**src/core/rcel_pkg.sv**
```systemverilog
// Constants and types shared by the configuration loader files
package rcel_pkg;
  // Serial clock divider: full period and half period in system clocks
  localparam int ROM_CLK_DIV = 256;
  localparam logic [6:0] ROM_HALF_LAST = 7'(ROM_CLK_DIV / 2 - 1);
  // Read frame: start bit, two opcode bits, six address bits, sixteen data bits
  localparam logic [2:0] ROM_READ_CMD = 3'h6;
  localparam logic [4:0] ROM_CMD_BITS = 5'h09;
  localparam logic [4:0] ROM_FRAME_LAST = 5'h18;
  localparam logic [5:0] ROM_LAST_ADDR = 6'h3F;
  // Cycles the chip-select pin is left released before its level is trusted
  localparam logic [2:0] ROM_SENSE_LAST = 3'h3;
  // Channel count and control bit positions
  localparam int UART_CHANNELS = 8;
  localparam int FEATURE_HALFDUPLEX_BIT = 5;
  localparam int MODEM_INFRARED_BIT = 6;
  // Reset values
  localparam logic [5:0] ROM_ADDR_RST = 6'h00;
  localparam logic [8:0] ROM_CMD_RST = 9'h000;
  localparam logic [15:0] ROM_DATA_RST = 16'h0000;

  typedef struct packed {
    logic [5:0] addr;
    logic [15:0] data;
  } rcel_word_s;

  typedef enum logic [4:0] {
    ST_SENSE = 5'h01,
    ST_SHIFT = 5'h02,
    ST_PUSH = 5'h04,
    ST_GAP = 5'h08,
    ST_DONE = 5'h10
  } rcel_state_e;
endpackage

```
**src/core/rcel_top.sv**
```systemverilog
// Reset-time configuration loader: serial ROM reader, manual pin control, strap capture
// How it works
// After reset the loader clocks the serial ROM with the system clock divided by 256.
// With manual control on, the serial clock pin follows a software-set bit.
// Chip select is driven active high, so the ROM is selected only while it is high.
// The automatic read runs only if the board holds chip select high; otherwise it is skipped.
// With manual control on, chip select follows a software-set bit.
// Write data goes out on its own pin and software can set its level directly.
// Read data comes in on its own pin and software can read its level.
// After hard or soft reset the half-duplex strap goes to feature bit 5 of all 8 channels.
// The infrared strap is caught after hard or soft reset into modem bit 6 of all 8 channels.
// The system reset input is active low and must be high for normal operation.
// Loaded words are handed out as address and data for the identification values.
// Manual control freezes the automatic clock and sequence and drives pins from the bits.
`timescale 1ns/1ps
`default_nettype none
module rcel_top
  import rcel_pkg::*;
(
  // Clock and reset
  input wire logic clk_sys_i,
  input wire logic reset_n_i,
  input wire logic soft_reset_i,
  // Manual control bits
  input wire logic manual_en_i,
  input wire logic manual_clk_i,
  input wire logic manual_cs_i,
  input wire logic manual_wdata_i,
  output logic manual_rdata_o,
  output logic manual_clk_level_o,
  // Serial ROM pins
  input wire logic rom_serial_clock_i,
  output logic rom_serial_clock_o,
  output logic rom_serial_clock_oe_n_o,
  input wire logic rom_chip_select_i,
  output logic rom_chip_select_o,
  output logic rom_chip_select_oe_n_o,
  output logic rom_write_data_o,
  input wire logic rom_read_data_i,
  // Straps
  input wire logic auto_halfduplex_strap_n_i,
  input wire logic infrared_strap_n_i,
  // Per-channel strap images
  output logic [UART_CHANNELS-1:0][7:0] uart_feature_control_o,
  output logic [UART_CHANNELS-1:0][7:0] uart_modem_control_o,
  // Loaded word stream and status
  output logic word_valid_o,
  output rcel_word_s word_o,
  input wire logic word_ready_i,
  output logic load_busy_o,
  output logic load_done_o,
  output logic load_skipped_o
);
  // Reset release through two flip-flops
  logic rst_meta_r, rst_n_r;
  always_ff @(posedge clk_sys_i or negedge reset_n_i) begin
    if (!reset_n_i) begin
      rst_meta_r <= 1'b0;
      rst_n_r <= 1'b0;
    end else begin
      rst_meta_r <= 1'b1;
      rst_n_r <= rst_meta_r;
    end
  end

  // Strap capture: armed by reset, retaken on soft reset
  logic strap_arm_r, strap_arm_nxt;
  logic [UART_CHANNELS-1:0] hd_r, hd_nxt, ir_r, ir_nxt;
  always_comb begin
    strap_arm_nxt = soft_reset_i;
    hd_nxt = hd_r;
    ir_nxt = ir_r;
    if (strap_arm_r) begin
      hd_nxt = {UART_CHANNELS{~auto_halfduplex_strap_n_i}};
      ir_nxt = {UART_CHANNELS{~infrared_strap_n_i}};
    end
  end
  always_ff @(posedge clk_sys_i or negedge rst_n_r) begin
    if (!rst_n_r) begin
      strap_arm_r <= 1'b1;
      hd_r <= '0;
      ir_r <= '0;
    end else begin
      strap_arm_r <= strap_arm_nxt;
      hd_r <= hd_nxt;
      ir_r <= ir_nxt;
    end
  end

  genvar ch;
  generate
    for (ch = 0; ch < UART_CHANNELS; ch++) begin : g_chan
      always_comb begin
        uart_feature_control_o[ch] = 8'h00;
        uart_feature_control_o[ch][FEATURE_HALFDUPLEX_BIT] = hd_r[ch];
        uart_modem_control_o[ch] = 8'h00;
        uart_modem_control_o[ch][MODEM_INFRARED_BIT] = ir_r[ch];
      end
    end
  endgenerate

  // Automatic read sequencer
  rcel_state_e st_r, st_nxt;
  logic [6:0] div_r, div_nxt;
  logic [2:0] sense_r, sense_nxt;
  logic [4:0] bit_r, bit_nxt;
  logic [5:0] addr_r, addr_nxt;
  logic [8:0] cmd_r, cmd_nxt;
  logic [15:0] data_r, data_nxt;
  logic sck_r, sck_nxt, cs_r, cs_nxt, cs_oe_n_r, cs_oe_n_nxt, di_r, di_nxt;
  logic sck_oe_n_r;
  logic skip_r, skip_nxt;
  logic done_r, done_nxt, busy_r, busy_nxt;
  logic mrd_r, mclk_r;
  logic buf_ready;
  logic tick;
  rcel_word_s push_word;

  assign tick = (div_r == ROM_HALF_LAST);
  assign push_word = '{addr: addr_r, data: data_r};

  always_comb begin
    st_nxt = st_r;
    div_nxt = div_r;
    sense_nxt = sense_r;
    bit_nxt = bit_r;
    addr_nxt = addr_r;
    cmd_nxt = cmd_r;
    data_nxt = data_r;
    sck_nxt = sck_r;
    cs_nxt = cs_r;
    cs_oe_n_nxt = cs_oe_n_r;
    di_nxt = di_r;
    skip_nxt = skip_r;
    if (soft_reset_i) begin
      st_nxt = ST_SENSE;
      sense_nxt = 3'h0;
      sck_nxt = 1'b0;
      cs_nxt = 1'b0;
      cs_oe_n_nxt = 1'b1;
      di_nxt = 1'b0;
      skip_nxt = 1'b0;
    end else if (manual_en_i) begin
      // Sequence and divider hold still while software owns the pins
      sck_nxt = manual_clk_i;
      cs_nxt = manual_cs_i;
      cs_oe_n_nxt = 1'b0;
      di_nxt = manual_wdata_i;
    end else begin
      div_nxt = tick ? 7'h00 : div_r + 7'h01;
      unique case (st_r)
        ST_SENSE: begin
          // Pin is released so the board strap alone sets its level
          cs_oe_n_nxt = 1'b1;
          sense_nxt = sense_r + 3'h1;
          if (sense_r == ROM_SENSE_LAST) begin
            if (rom_chip_select_i) begin
              st_nxt = ST_SHIFT;
              addr_nxt = ROM_ADDR_RST;
              bit_nxt = 5'h00;
              cmd_nxt = {ROM_READ_CMD[1:0], ROM_ADDR_RST, 1'b0};
              di_nxt = ROM_READ_CMD[2];
              cs_nxt = 1'b1;
              cs_oe_n_nxt = 1'b0;
              div_nxt = 7'h00;
            end else begin
              st_nxt = ST_DONE;
              skip_nxt = 1'b1;
              cs_nxt = 1'b0;
            end
          end
        end
        ST_SHIFT: begin
          if (tick && !sck_r) begin
            sck_nxt = 1'b1;
            if (bit_r >= ROM_CMD_BITS) begin
              data_nxt = {data_r[14:0], rom_read_data_i};
            end
          end else if (tick) begin
            sck_nxt = 1'b0;
            if (bit_r == ROM_FRAME_LAST) begin
              st_nxt = ST_PUSH;
            end else begin
              bit_nxt = bit_r + 5'h01;
              di_nxt = cmd_r[8];
              cmd_nxt = {cmd_r[7:0], 1'b0};
            end
          end
        end
        ST_PUSH: begin
          // Clock stays low while the buffer is full
          div_nxt = 7'h00;
          if (buf_ready) begin
            st_nxt = ST_GAP;
            cs_nxt = 1'b0;
          end
        end
        ST_GAP: begin
          if (tick) begin
            if (addr_r == ROM_LAST_ADDR) begin
              st_nxt = ST_DONE;
            end else begin
              st_nxt = ST_SHIFT;
              addr_nxt = addr_r + 6'h01;
              bit_nxt = 5'h00;
              cmd_nxt = {ROM_READ_CMD[1:0], addr_r + 6'h01, 1'b0};
              di_nxt = ROM_READ_CMD[2];
              cs_nxt = 1'b1;
            end
          end
        end
        ST_DONE: begin
          cs_nxt = 1'b0;
          cs_oe_n_nxt = 1'b0;
          di_nxt = 1'b0;
          sck_nxt = 1'b0;
        end
      endcase
    end
    // Status flags registered so the outputs come from flops
    done_nxt = (st_nxt == ST_DONE);
    busy_nxt = (st_nxt != ST_DONE);
  end

  always_ff @(posedge clk_sys_i or negedge rst_n_r) begin
    if (!rst_n_r) begin
      st_r <= ST_SENSE;
      div_r <= 7'h00;
      sense_r <= 3'h0;
      bit_r <= 5'h00;
      addr_r <= ROM_ADDR_RST;
      cmd_r <= ROM_CMD_RST;
      data_r <= ROM_DATA_RST;
      sck_r <= 1'b0;
      sck_oe_n_r <= 1'b1;
      cs_r <= 1'b0;
      cs_oe_n_r <= 1'b1;
      di_r <= 1'b0;
      skip_r <= 1'b0;
      mrd_r <= 1'b0;
      mclk_r <= 1'b0;
      done_r <= 1'b0;
      busy_r <= 1'b1;
    end else begin
      st_r <= st_nxt;
      div_r <= div_nxt;
      sense_r <= sense_nxt;
      bit_r <= bit_nxt;
      addr_r <= addr_nxt;
      cmd_r <= cmd_nxt;
      data_r <= data_nxt;
      sck_r <= sck_nxt;
      sck_oe_n_r <= 1'b0;
      cs_r <= cs_nxt;
      cs_oe_n_r <= cs_oe_n_nxt;
      di_r <= di_nxt;
      skip_r <= skip_nxt;
      mrd_r <= rom_read_data_i;
      mclk_r <= rom_serial_clock_i;
      done_r <= done_nxt;
      busy_r <= busy_nxt;
    end
  end

  rcel_buf #(
    .WIDTH($bits(rcel_word_s))
  ) u_buf (
    .clk_sys_i(clk_sys_i),
    .rst_n_i(rst_n_r),
    .in_valid_i(st_r == ST_PUSH && !manual_en_i && !soft_reset_i),
    .in_data_i(push_word),
    .in_ready_o(buf_ready),
    .out_valid_o(word_valid_o),
    .out_data_o(word_o),
    .out_ready_i(word_ready_i)
  );

  assign rom_serial_clock_o = sck_r;
  assign rom_serial_clock_oe_n_o = sck_oe_n_r;
  assign rom_chip_select_o = cs_r;
  assign rom_chip_select_oe_n_o = cs_oe_n_r;
  assign rom_write_data_o = di_r;
  assign manual_rdata_o = mrd_r;
  assign manual_clk_level_o = mclk_r;
  assign load_busy_o = busy_r;
  assign load_done_o = done_r;
  assign load_skipped_o = skip_r;
endmodule
`default_nettype wire

```
**src/core/rcel_buf.sv**
```systemverilog
// Two-entry buffer with registered output for loaded words
`timescale 1ns/1ps
`default_nettype none
module rcel_buf
  import rcel_pkg::*;
#(
  parameter int WIDTH = 22
) (
  // Clock and reset
  input wire logic clk_sys_i,
  input wire logic rst_n_i,
  // Filling side
  input wire logic in_valid_i,
  input wire logic [WIDTH-1:0] in_data_i,
  output logic in_ready_o,
  // Draining side
  output logic out_valid_o,
  output logic [WIDTH-1:0] out_data_o,
  input wire logic out_ready_i
);
  logic out_v_r, out_v_nxt, skid_v_r, skid_v_nxt;
  logic [WIDTH-1:0] out_r, out_nxt, skid_r, skid_nxt;

  // Skid slot catches the word accepted while the drain side stalls
  always_comb begin
    out_v_nxt = out_v_r;
    out_nxt = out_r;
    skid_v_nxt = skid_v_r;
    skid_nxt = skid_r;
    if (out_v_r && out_ready_i) begin
      out_v_nxt = skid_v_r;
      out_nxt = skid_r;
      skid_v_nxt = 1'b0;
    end
    if (in_valid_i && !skid_v_r) begin
      if (!out_v_nxt) begin
        out_v_nxt = 1'b1;
        out_nxt = in_data_i;
      end else begin
        skid_v_nxt = 1'b1;
        skid_nxt = in_data_i;
      end
    end
  end

  always_ff @(posedge clk_sys_i or negedge rst_n_i) begin
    if (!rst_n_i) begin
      out_v_r <= 1'b0;
      skid_v_r <= 1'b0;
      out_r <= '0;
      skid_r <= '0;
    end else begin
      out_v_r <= out_v_nxt;
      skid_v_r <= skid_v_nxt;
      out_r <= out_nxt;
      skid_r <= skid_nxt;
    end
  end

  assign in_ready_o = !skid_v_r;
  assign out_valid_o = out_v_r;
  assign out_data_o = out_r;
endmodule
`default_nettype wire

```
**config.mk**
```make
export PLATFORM = sky130hd
export DESIGN_NAME = rcel_top
export DESIGN_NICKNAME = d
export VERILOG_FILES = /design/src/core/rcel_pkg.sv /design/src/core/rcel_top.sv /design/src/core/rcel_buf.sv
export SDC_FILE = /design/constraint.sdc
export NUM_CORES = 1
export LEC_CHECK = 0
export BUFFER_PORTS_ARGS = -buffer_cell sky130_fd_sc_hd__buf_2
export CAP_MARGIN = 20
export CORE_MARGIN = 3
export CORE_UTILIZATION = 54
export CTS_BUF_LIST = sky130_fd_sc_hd__clkbuf_8
export DETAILED_ROUTE_END_ITERATION = 16
export PLACE_DENSITY = 0.82
export SLEW_MARGIN = 20
export SYNTH_ARGS = -nofsm -noshare
export SYNTH_HDL_FRONTEND = slang
export SYNTH_HIERARCHICAL = 1
export SYNTH_SLANG_ARGS = --single-unit
```
**constraint.sdc**
```tcl
create_clock -name clk_sys_i -period 3.8 [get_ports clk_sys_i]
set_input_delay 0.19 -clock clk_sys_i [delete_from_list [all_inputs] [get_ports clk_sys_i]]
set_output_delay 0.19 -clock clk_sys_i [all_outputs]
set_load 0.1 [all_outputs]
```
# ---- Word-level counts from Yosys, hierarchy flattened
# Cells that the tools add are included.
dict set report totals {
  ff_bits 112
}
dict set report classes {
  add_sub_neg 4
  magnitude_cmp 1
  eq_ne 29
  n_mux 78
  bitwise_logic 4
  reduce_logical 27
}
# operator count
set op_table {}
lappend op_table {{$mux W5} 17}
lappend op_table {{$mux W22} 3}
lappend op_table {{$mux W9} 7}
lappend op_table {{$mux W1} 32}
lappend op_table {{$ne A4 B4 Y1 const B} 8}
lappend op_table {{$pmux W9 S3} 1}
lappend op_table {{$mux W6} 4}
lappend op_table {{$mux W7} 3}
lappend op_table {{$pmux W5 S4} 1}
lappend op_table {{$ne A2 B2 Y1 const B} 9}
lappend op_table {{$eq A5 B5 Y1 const B} 3}
lappend op_table {{$pmux W5 S3} 1}
lappend op_table {{$pmux W7 S2} 1}
lappend op_table {{$pmux W6 S2} 1}
lappend op_table {{$reduce_bool A6 Y1} 2}
lappend op_table {{$ne A5 B5 Y1 const B} 2}
lappend op_table {{$reduce_and A10 Y1} 1}
lappend op_table {{$reduce_and A5 Y1} 2}
lappend op_table {{$mux W3} 3}
lappend op_table {{$pmux W1 S4} 2}
lappend op_table {{$reduce_and A2 Y1} 4}
lappend op_table {{$reduce_and A8 Y1} 1}
lappend op_table {{$reduce_bool A4 Y1} 2}
lappend op_table {{$add A7 B1 Y7 const B} 1}
lappend op_table {{other kinds (19)} 32}

# ---- Depth between registers and ports, before layout
dict set report logic_depth {
  ltp_word 8
  ltp_mapped 9
}

# ---- Hierarchy
# Netlist, hierarchy kept.
# mod n_inst cells_per_inst area_each_um2 seq_area_each_um2
set modules_own_cells {}
lappend modules_own_cells {rcel_top 1 419 4106.4 1632.8}
lappend modules_own_cells {rcel_buf 1 128 1983.2 1151.1}

# ---- Worst setup path before layout
# Ideal clock, no wire load.
dict set report synth_path {
  path_kind {register to register}
  from {register st_r[4]}
  to {register data_r[10]}
  setup_time_ps 125
  arrival_time_ps 2188
  setup_slack_ps 1488
  stages_incl_launch_ff 7
  path_cell_list {dfrtp_1 -> buf_6 -> nor4_4 -> nand4_4 -> nor4_2 -> buf_2 -> mux2_2}
}
dict set report synth_between {
  elab_chain_len 2
}
# element line
set synth_rtl {}
lappend synth_rtl {{from (decl)} rcel_top.sv:103} ;# rcel_state_e st_r, st_nxt;
lappend synth_rtl {{from (signal assigned)} rcel_top.sv:245} ;# st_r <= st_nxt;
lappend synth_rtl {{$eq A5 B2 Y1} rcel_top.sv:151} ;# unique case (st_r)
lappend synth_rtl {{$reduce_and A5 Y1 (no line)} -}
lappend synth_rtl {{to (signal assigned)} rcel_top.sv:251} ;# data_r <= data_nxt;
lappend synth_rtl {{to (decl)} rcel_top.sv:109} ;# logic [15:0] data_r, data_nxt;
# Every way passes these cells.
# A chain may end at the register's enable or synchronous reset.

# ---- Worst setup path after layout
dict set report layout_path {
  from {register st_r[2]}
  to {register addr_r[5]}
}
dict set report layout_between {
  elab_chain_len 3
  word_cells_on_any_way 9
  cone_classes {eq/ne: 6; mux: 1; reduce/logical: 2}
}
# element line
set layout_rtl {}
lappend layout_rtl {{$eq A5 B4 Y1 or $eq A5 B1 Y1 (tied branches)} rcel_top.sv:151}
lappend layout_rtl {{$ne A2 B2 Y1 (no line) or $reduce_bool A2 Y1 (tied branches)} -}
lappend layout_rtl {{$reduce_and A7 Y1 (no line)} -}
lappend layout_rtl {{to (signal assigned)} rcel_top.sv:249} ;# addr_r <= addr_nxt;
lappend layout_rtl {{to (decl)} rcel_top.sv:107} ;# logic [5:0] addr_r, addr_nxt;
# Several ways; a longest one is shown, not always the timed one.

==> results.sh <==
export IMPL_topRoutingLayerUsed="met4"
export IMPL_fin_worst_skew_ns=0.0148
export IMPL_setup_violations=0
export IMPL_wl_met3_um=651
export IMPL_initial_core_util_pct=55.7
export IMPL_wirelength_um=10800
export IMPL_cts_root_buffer="clkbuf_8"
export IMPL_async_reset_ff_share_pct=100
export IMPL_crit_required_ns=4.07
export IMPL_antenna_left=0
export IMPL_crit_buf_inv=0
export IMPL_internal_power_mw=1.64
export IMPL_vias=3686
export IMPL_slowest_delay_ns=0.55
export IMPL_die_w_um=112
export IMPL_portBuffers=61
export IMPL_hp_class="in -> reg"
export IMPL_synth_mux_area_share_pct=16.4
export IMPL_worst_pin_slew_ns=0.637
export IMPL_power_frac_comb_pct=28.9
export IMPL_whs_ns=0.0581
export IMPL_drc=0
export IMPL_n_antenna_cell=0
export IMPL_synth_cells=547
export IMPL_insertion_delay_ns=0.38
export IMPL_cts_clk_slew_worst_paths_ns=0.10
export IMPL_yosysTopAreaCellShare_pct=43.6
export IMPL_core_um2=10900
export IMPL_power_density_nw_per_um2=457
export IMPL_synth_area_leader_cell="dfrtp_1"
export IMPL_route_met2_wl_um=5650
export IMPL_grt_max_degree=86
export IMPL_p_sw_share_pct=42.7
export IMPL_finalMaxSlewViolations=0
export IMPL_layout_commonest_cell="conb_1"
export IMPL_ys_warnings_count=6
export IMPL_synthSimpleGateAreaFrac_pct=10.6
export IMPL_synth_top_family_by_area="buffers and inverters"
export IMPL_yosysSeqAreaShare_pct=45.7
export IMPL_ir_drop_mv=0.309
export IMPL_dpl_hpwl_um=7710
export IMPL_cts_hold_buffers_added=5
export IMPL_crit_type="reg -> reg"
export IMPL_finalCritPeriodShare_pct=68.7
export IMPL_clk_path_buf_depth=2
export IMPL_grt_pass1_vias=3616
export IMPL_seq_power_share_pct=45.5
export IMPL_slew_headroom_pct=57.4
export IMPL_grt_total_usage_pct=17.1
export IMPL_finalInstanceArea_um2=6260
export IMPL_num_rows=38
export IMPL_synth_seq_cells=111
export IMPL_outcome="finished clean"
export IMPL_wl_per_cell_um=14.5
export IMPL_synth_area_um2=6090
export IMPL_grt_overflow=0
export IMPL_dpl_cell_area_um2=5970
export IMPL_antenna_found_initial=0
export IMPL_path_max_fanout=12
export IMPL_h_tree_depth=3
export IMPL_power_leakage_nw=3.30
export IMPL_wl_met1_um=4370
export IMPL_die_h_um=112
export IMPL_grt_pass1_wl_um=17500
export IMPL_cts_tree="done"
export IMPL_synth_ff_type="dfrtp_1"
export IMPL_synthTopCellsByArea="dfrtp_1, buf_4, mux2_2, mux2_1, dfstp_2"
export IMPL_cts_setup_buffers=0
export IMPL_switchingPower_mw=1.22
export IMPL_min_period_ns=2.61
export IMPL_cts_repair_resized=0
export IMPL_first_iter_violations=166
export IMPL_worstPathCellList="or3_2 -> nor3b_1 -> o21ai_1 -> nand4b_1 -> mux2_2"
export IMPL_critical_path_top_delay_family="simple AND/OR/NAND/NOR gates"
export IMPL_first_pass_iters=6
export IMPL_syn2layout_area_growth_pct=2.84
export IMPL_hold_viol=0
export IMPL_gp_congestion=0.851
export IMPL_synth_compound_area_share_pct=5.84
export IMPL_rsz0062_at_grt="false"
export IMPL_final_nets=619
export IMPL_via_per_inst=4.95
export IMPL_fp_dieArea_um2=12600
export IMPL_setup_tns_ns=0
export IMPL_p_clk_share_pct=25.6
export IMPL_ioPinCount=174
export IMPL_drv_cap=0
export IMPL_synthAdderAreaFrac_pct=1.44
export IMPL_synth_edff_count=0
export IMPL_cts_made_buffers=9
export IMPL_netlist_cell_type_count=63
export IMPL_drive_gt1_share_pct=28.5
export IMPL_critPathSlowestCell="dfrtp_1"
export IMPL_arrival_ns=2.88
export IMPL_syn_avg_cell_area_um2=11.1
export IMPL_layout_common_cells="conb_1, dfrtp_1, mux2_2, buf_2, nor2_1"
export IMPL_crit_path_end_kind="flip-flop"
export IMPL_max_freq_ghz=0.383
export IMPL_synth_xor_xnor_area_share_pct=1.73
export IMPL_start_kind="flip-flop"
export IMPL_clock_sinks=111
-- power groups by stage --
stage          Combinational [mW]  Sequential (mW)  Clock [mW]
2_1_floorplan               0.810             1.37           0
3_3_place_gp                0.801             1.33           0
3_5_place_dp                0.807             1.34           0
4_1_cts                     0.813             1.31       0.758
5_1_grt                     0.859             1.31       0.799
6_report                    0.828             1.30       0.731
-- worst paths after layout --
kind / end / slack, ns / from / depth (start not counted)
min in group asynchronous: rst_n_r$_DFF_PN0_ / 0.11 / reset_n_i / 2
max in group asynchronous: load_busy_o$_DFF_PN1_ / 2.84 / rst_n_r$_DFF_PN0_ / 1
max reg2reg: addr_r[5]$_DFFE_PN0P_ / 1.19 / st_r[2]$_DFF_PN0_ / 5
max: addr_r[5]$_DFFE_PN0P_ / 1.19 / st_r[2]$_DFF_PN0_ / 5
min reg2reg: addr_r[4]$_DFFE_PN0P_ / 0.25 / rst_n_r$_DFF_PN0_ / 0
min: strap_arm_r$_DFF_PN1_ / 0.06 / soft_reset_i / 1
-- sequential cells by signal, indices dropped and copies added (netlist names), 3 cells and up --
register / count
st_r: 5
div_r: 7
sense_r: 3
u_buf/out_data_o: 22
u_buf/skid_r: 22
addr_r: 6
cmd_r: 8
bit_r: 5
data_r: 16
-- per-stage QoR --
stage | worst slack [ns] | util, % | power (mW) | instances
finish | 1.19 | 57.3 | 2.86 | 744
global route | 1.05 | 57.3 | 2.97 | 744
CTS | 1.12 | 56.9 | 2.89 | 742
detailed placement | 1.12 | 54.6 | 2.15 | 721
global placement | 1.21 | 54.6 | 2.13 | 721
floorplan | 0.488 | - | 2.18 | 659
-- cells in the mapped netlist (2+ instances only) --
| cell type | count |
|---|---|
| a211oi_1 | 4 |
| a21o_1 | 3 |
| a21oi_1 | 13 |
| a31oi_1 | 2 |
| and2_1 | 2 |
| and2_2 | 2 |
| and3_1 | 2 |
| buf_2 | 8 |
| buf_4 | 128 |
| buf_6 | 2 |
| clkbuf_1 | 3 |
| clkbuf_8 | 2 |
| conb_1 | 2 |
| dfrtp_1 | 106 |
| dfstp_2 | 5 |
| ha_1 | 7 |
| inv_1 | 12 |
| mux2_1 | 21 |
| mux2_2 | 66 |
| mux2i_1 | 2 |
| nand2_1 | 25 |
| nand2b_1 | 4 |
| nand3_1 | 11 |
| nand3b_1 | 2 |
| nand4_1 | 4 |
| nand4b_1 | 2 |
| nor2_1 | 30 |
| nor2b_1 | 4 |
| nor3_1 | 6 |
| nor4_1 | 2 |
| o211ai_1 | 2 |
| o21ai_0 | 16 |
| o31ai_1 | 4 |
| or2_2 | 2 |
| or4_1 | 3 |
| xnor2_1 | 7 |
| xor2_1 | 5 |
-- area by class of cell --
type                            count  area (µm²)
Tap cell                          140         175
Clock buffer                        9         124
Clock inverter                      7        82.6
Sequential cell                   111        2790
Multi-Input combinational cell    393        2630
Inverter                           12        45.0
Fill cell                         915        4670
Timing Repair Buffer               72         420
-- worst register-to-register path: stages, from the launching register on --
cell	delay [ns]
dfrtp_1	0.55
or3_2	0.53
nor3b_1	0.40
o21ai_1	0.26
nand4b_1	0.38
mux2_2	0.39
-- cells by family (layout without fill, tap and decap cells) --
group,after synthesis,in the layout
adder cells (fa/ha/maj),7,7
AND/OR/NAND/NOR,115,115
AO/OA/AOI/OAI,56,56
other,2,114
multiplexers,89,89
flip-flops,111,111
XOR/XNOR,12,12
buffers and inverters,155,100
-- layer usage --
metal | track usage (%) | vias to the layer above
li1 | - | 1723
met4 | 5.13 | 0
met5 | 0 | -
met3 | 4.15 | 13
met2 | 30.0 | 136
met1 | 20.9 | 1814
No activity file was read; power rests on OpenSTA's default activity.
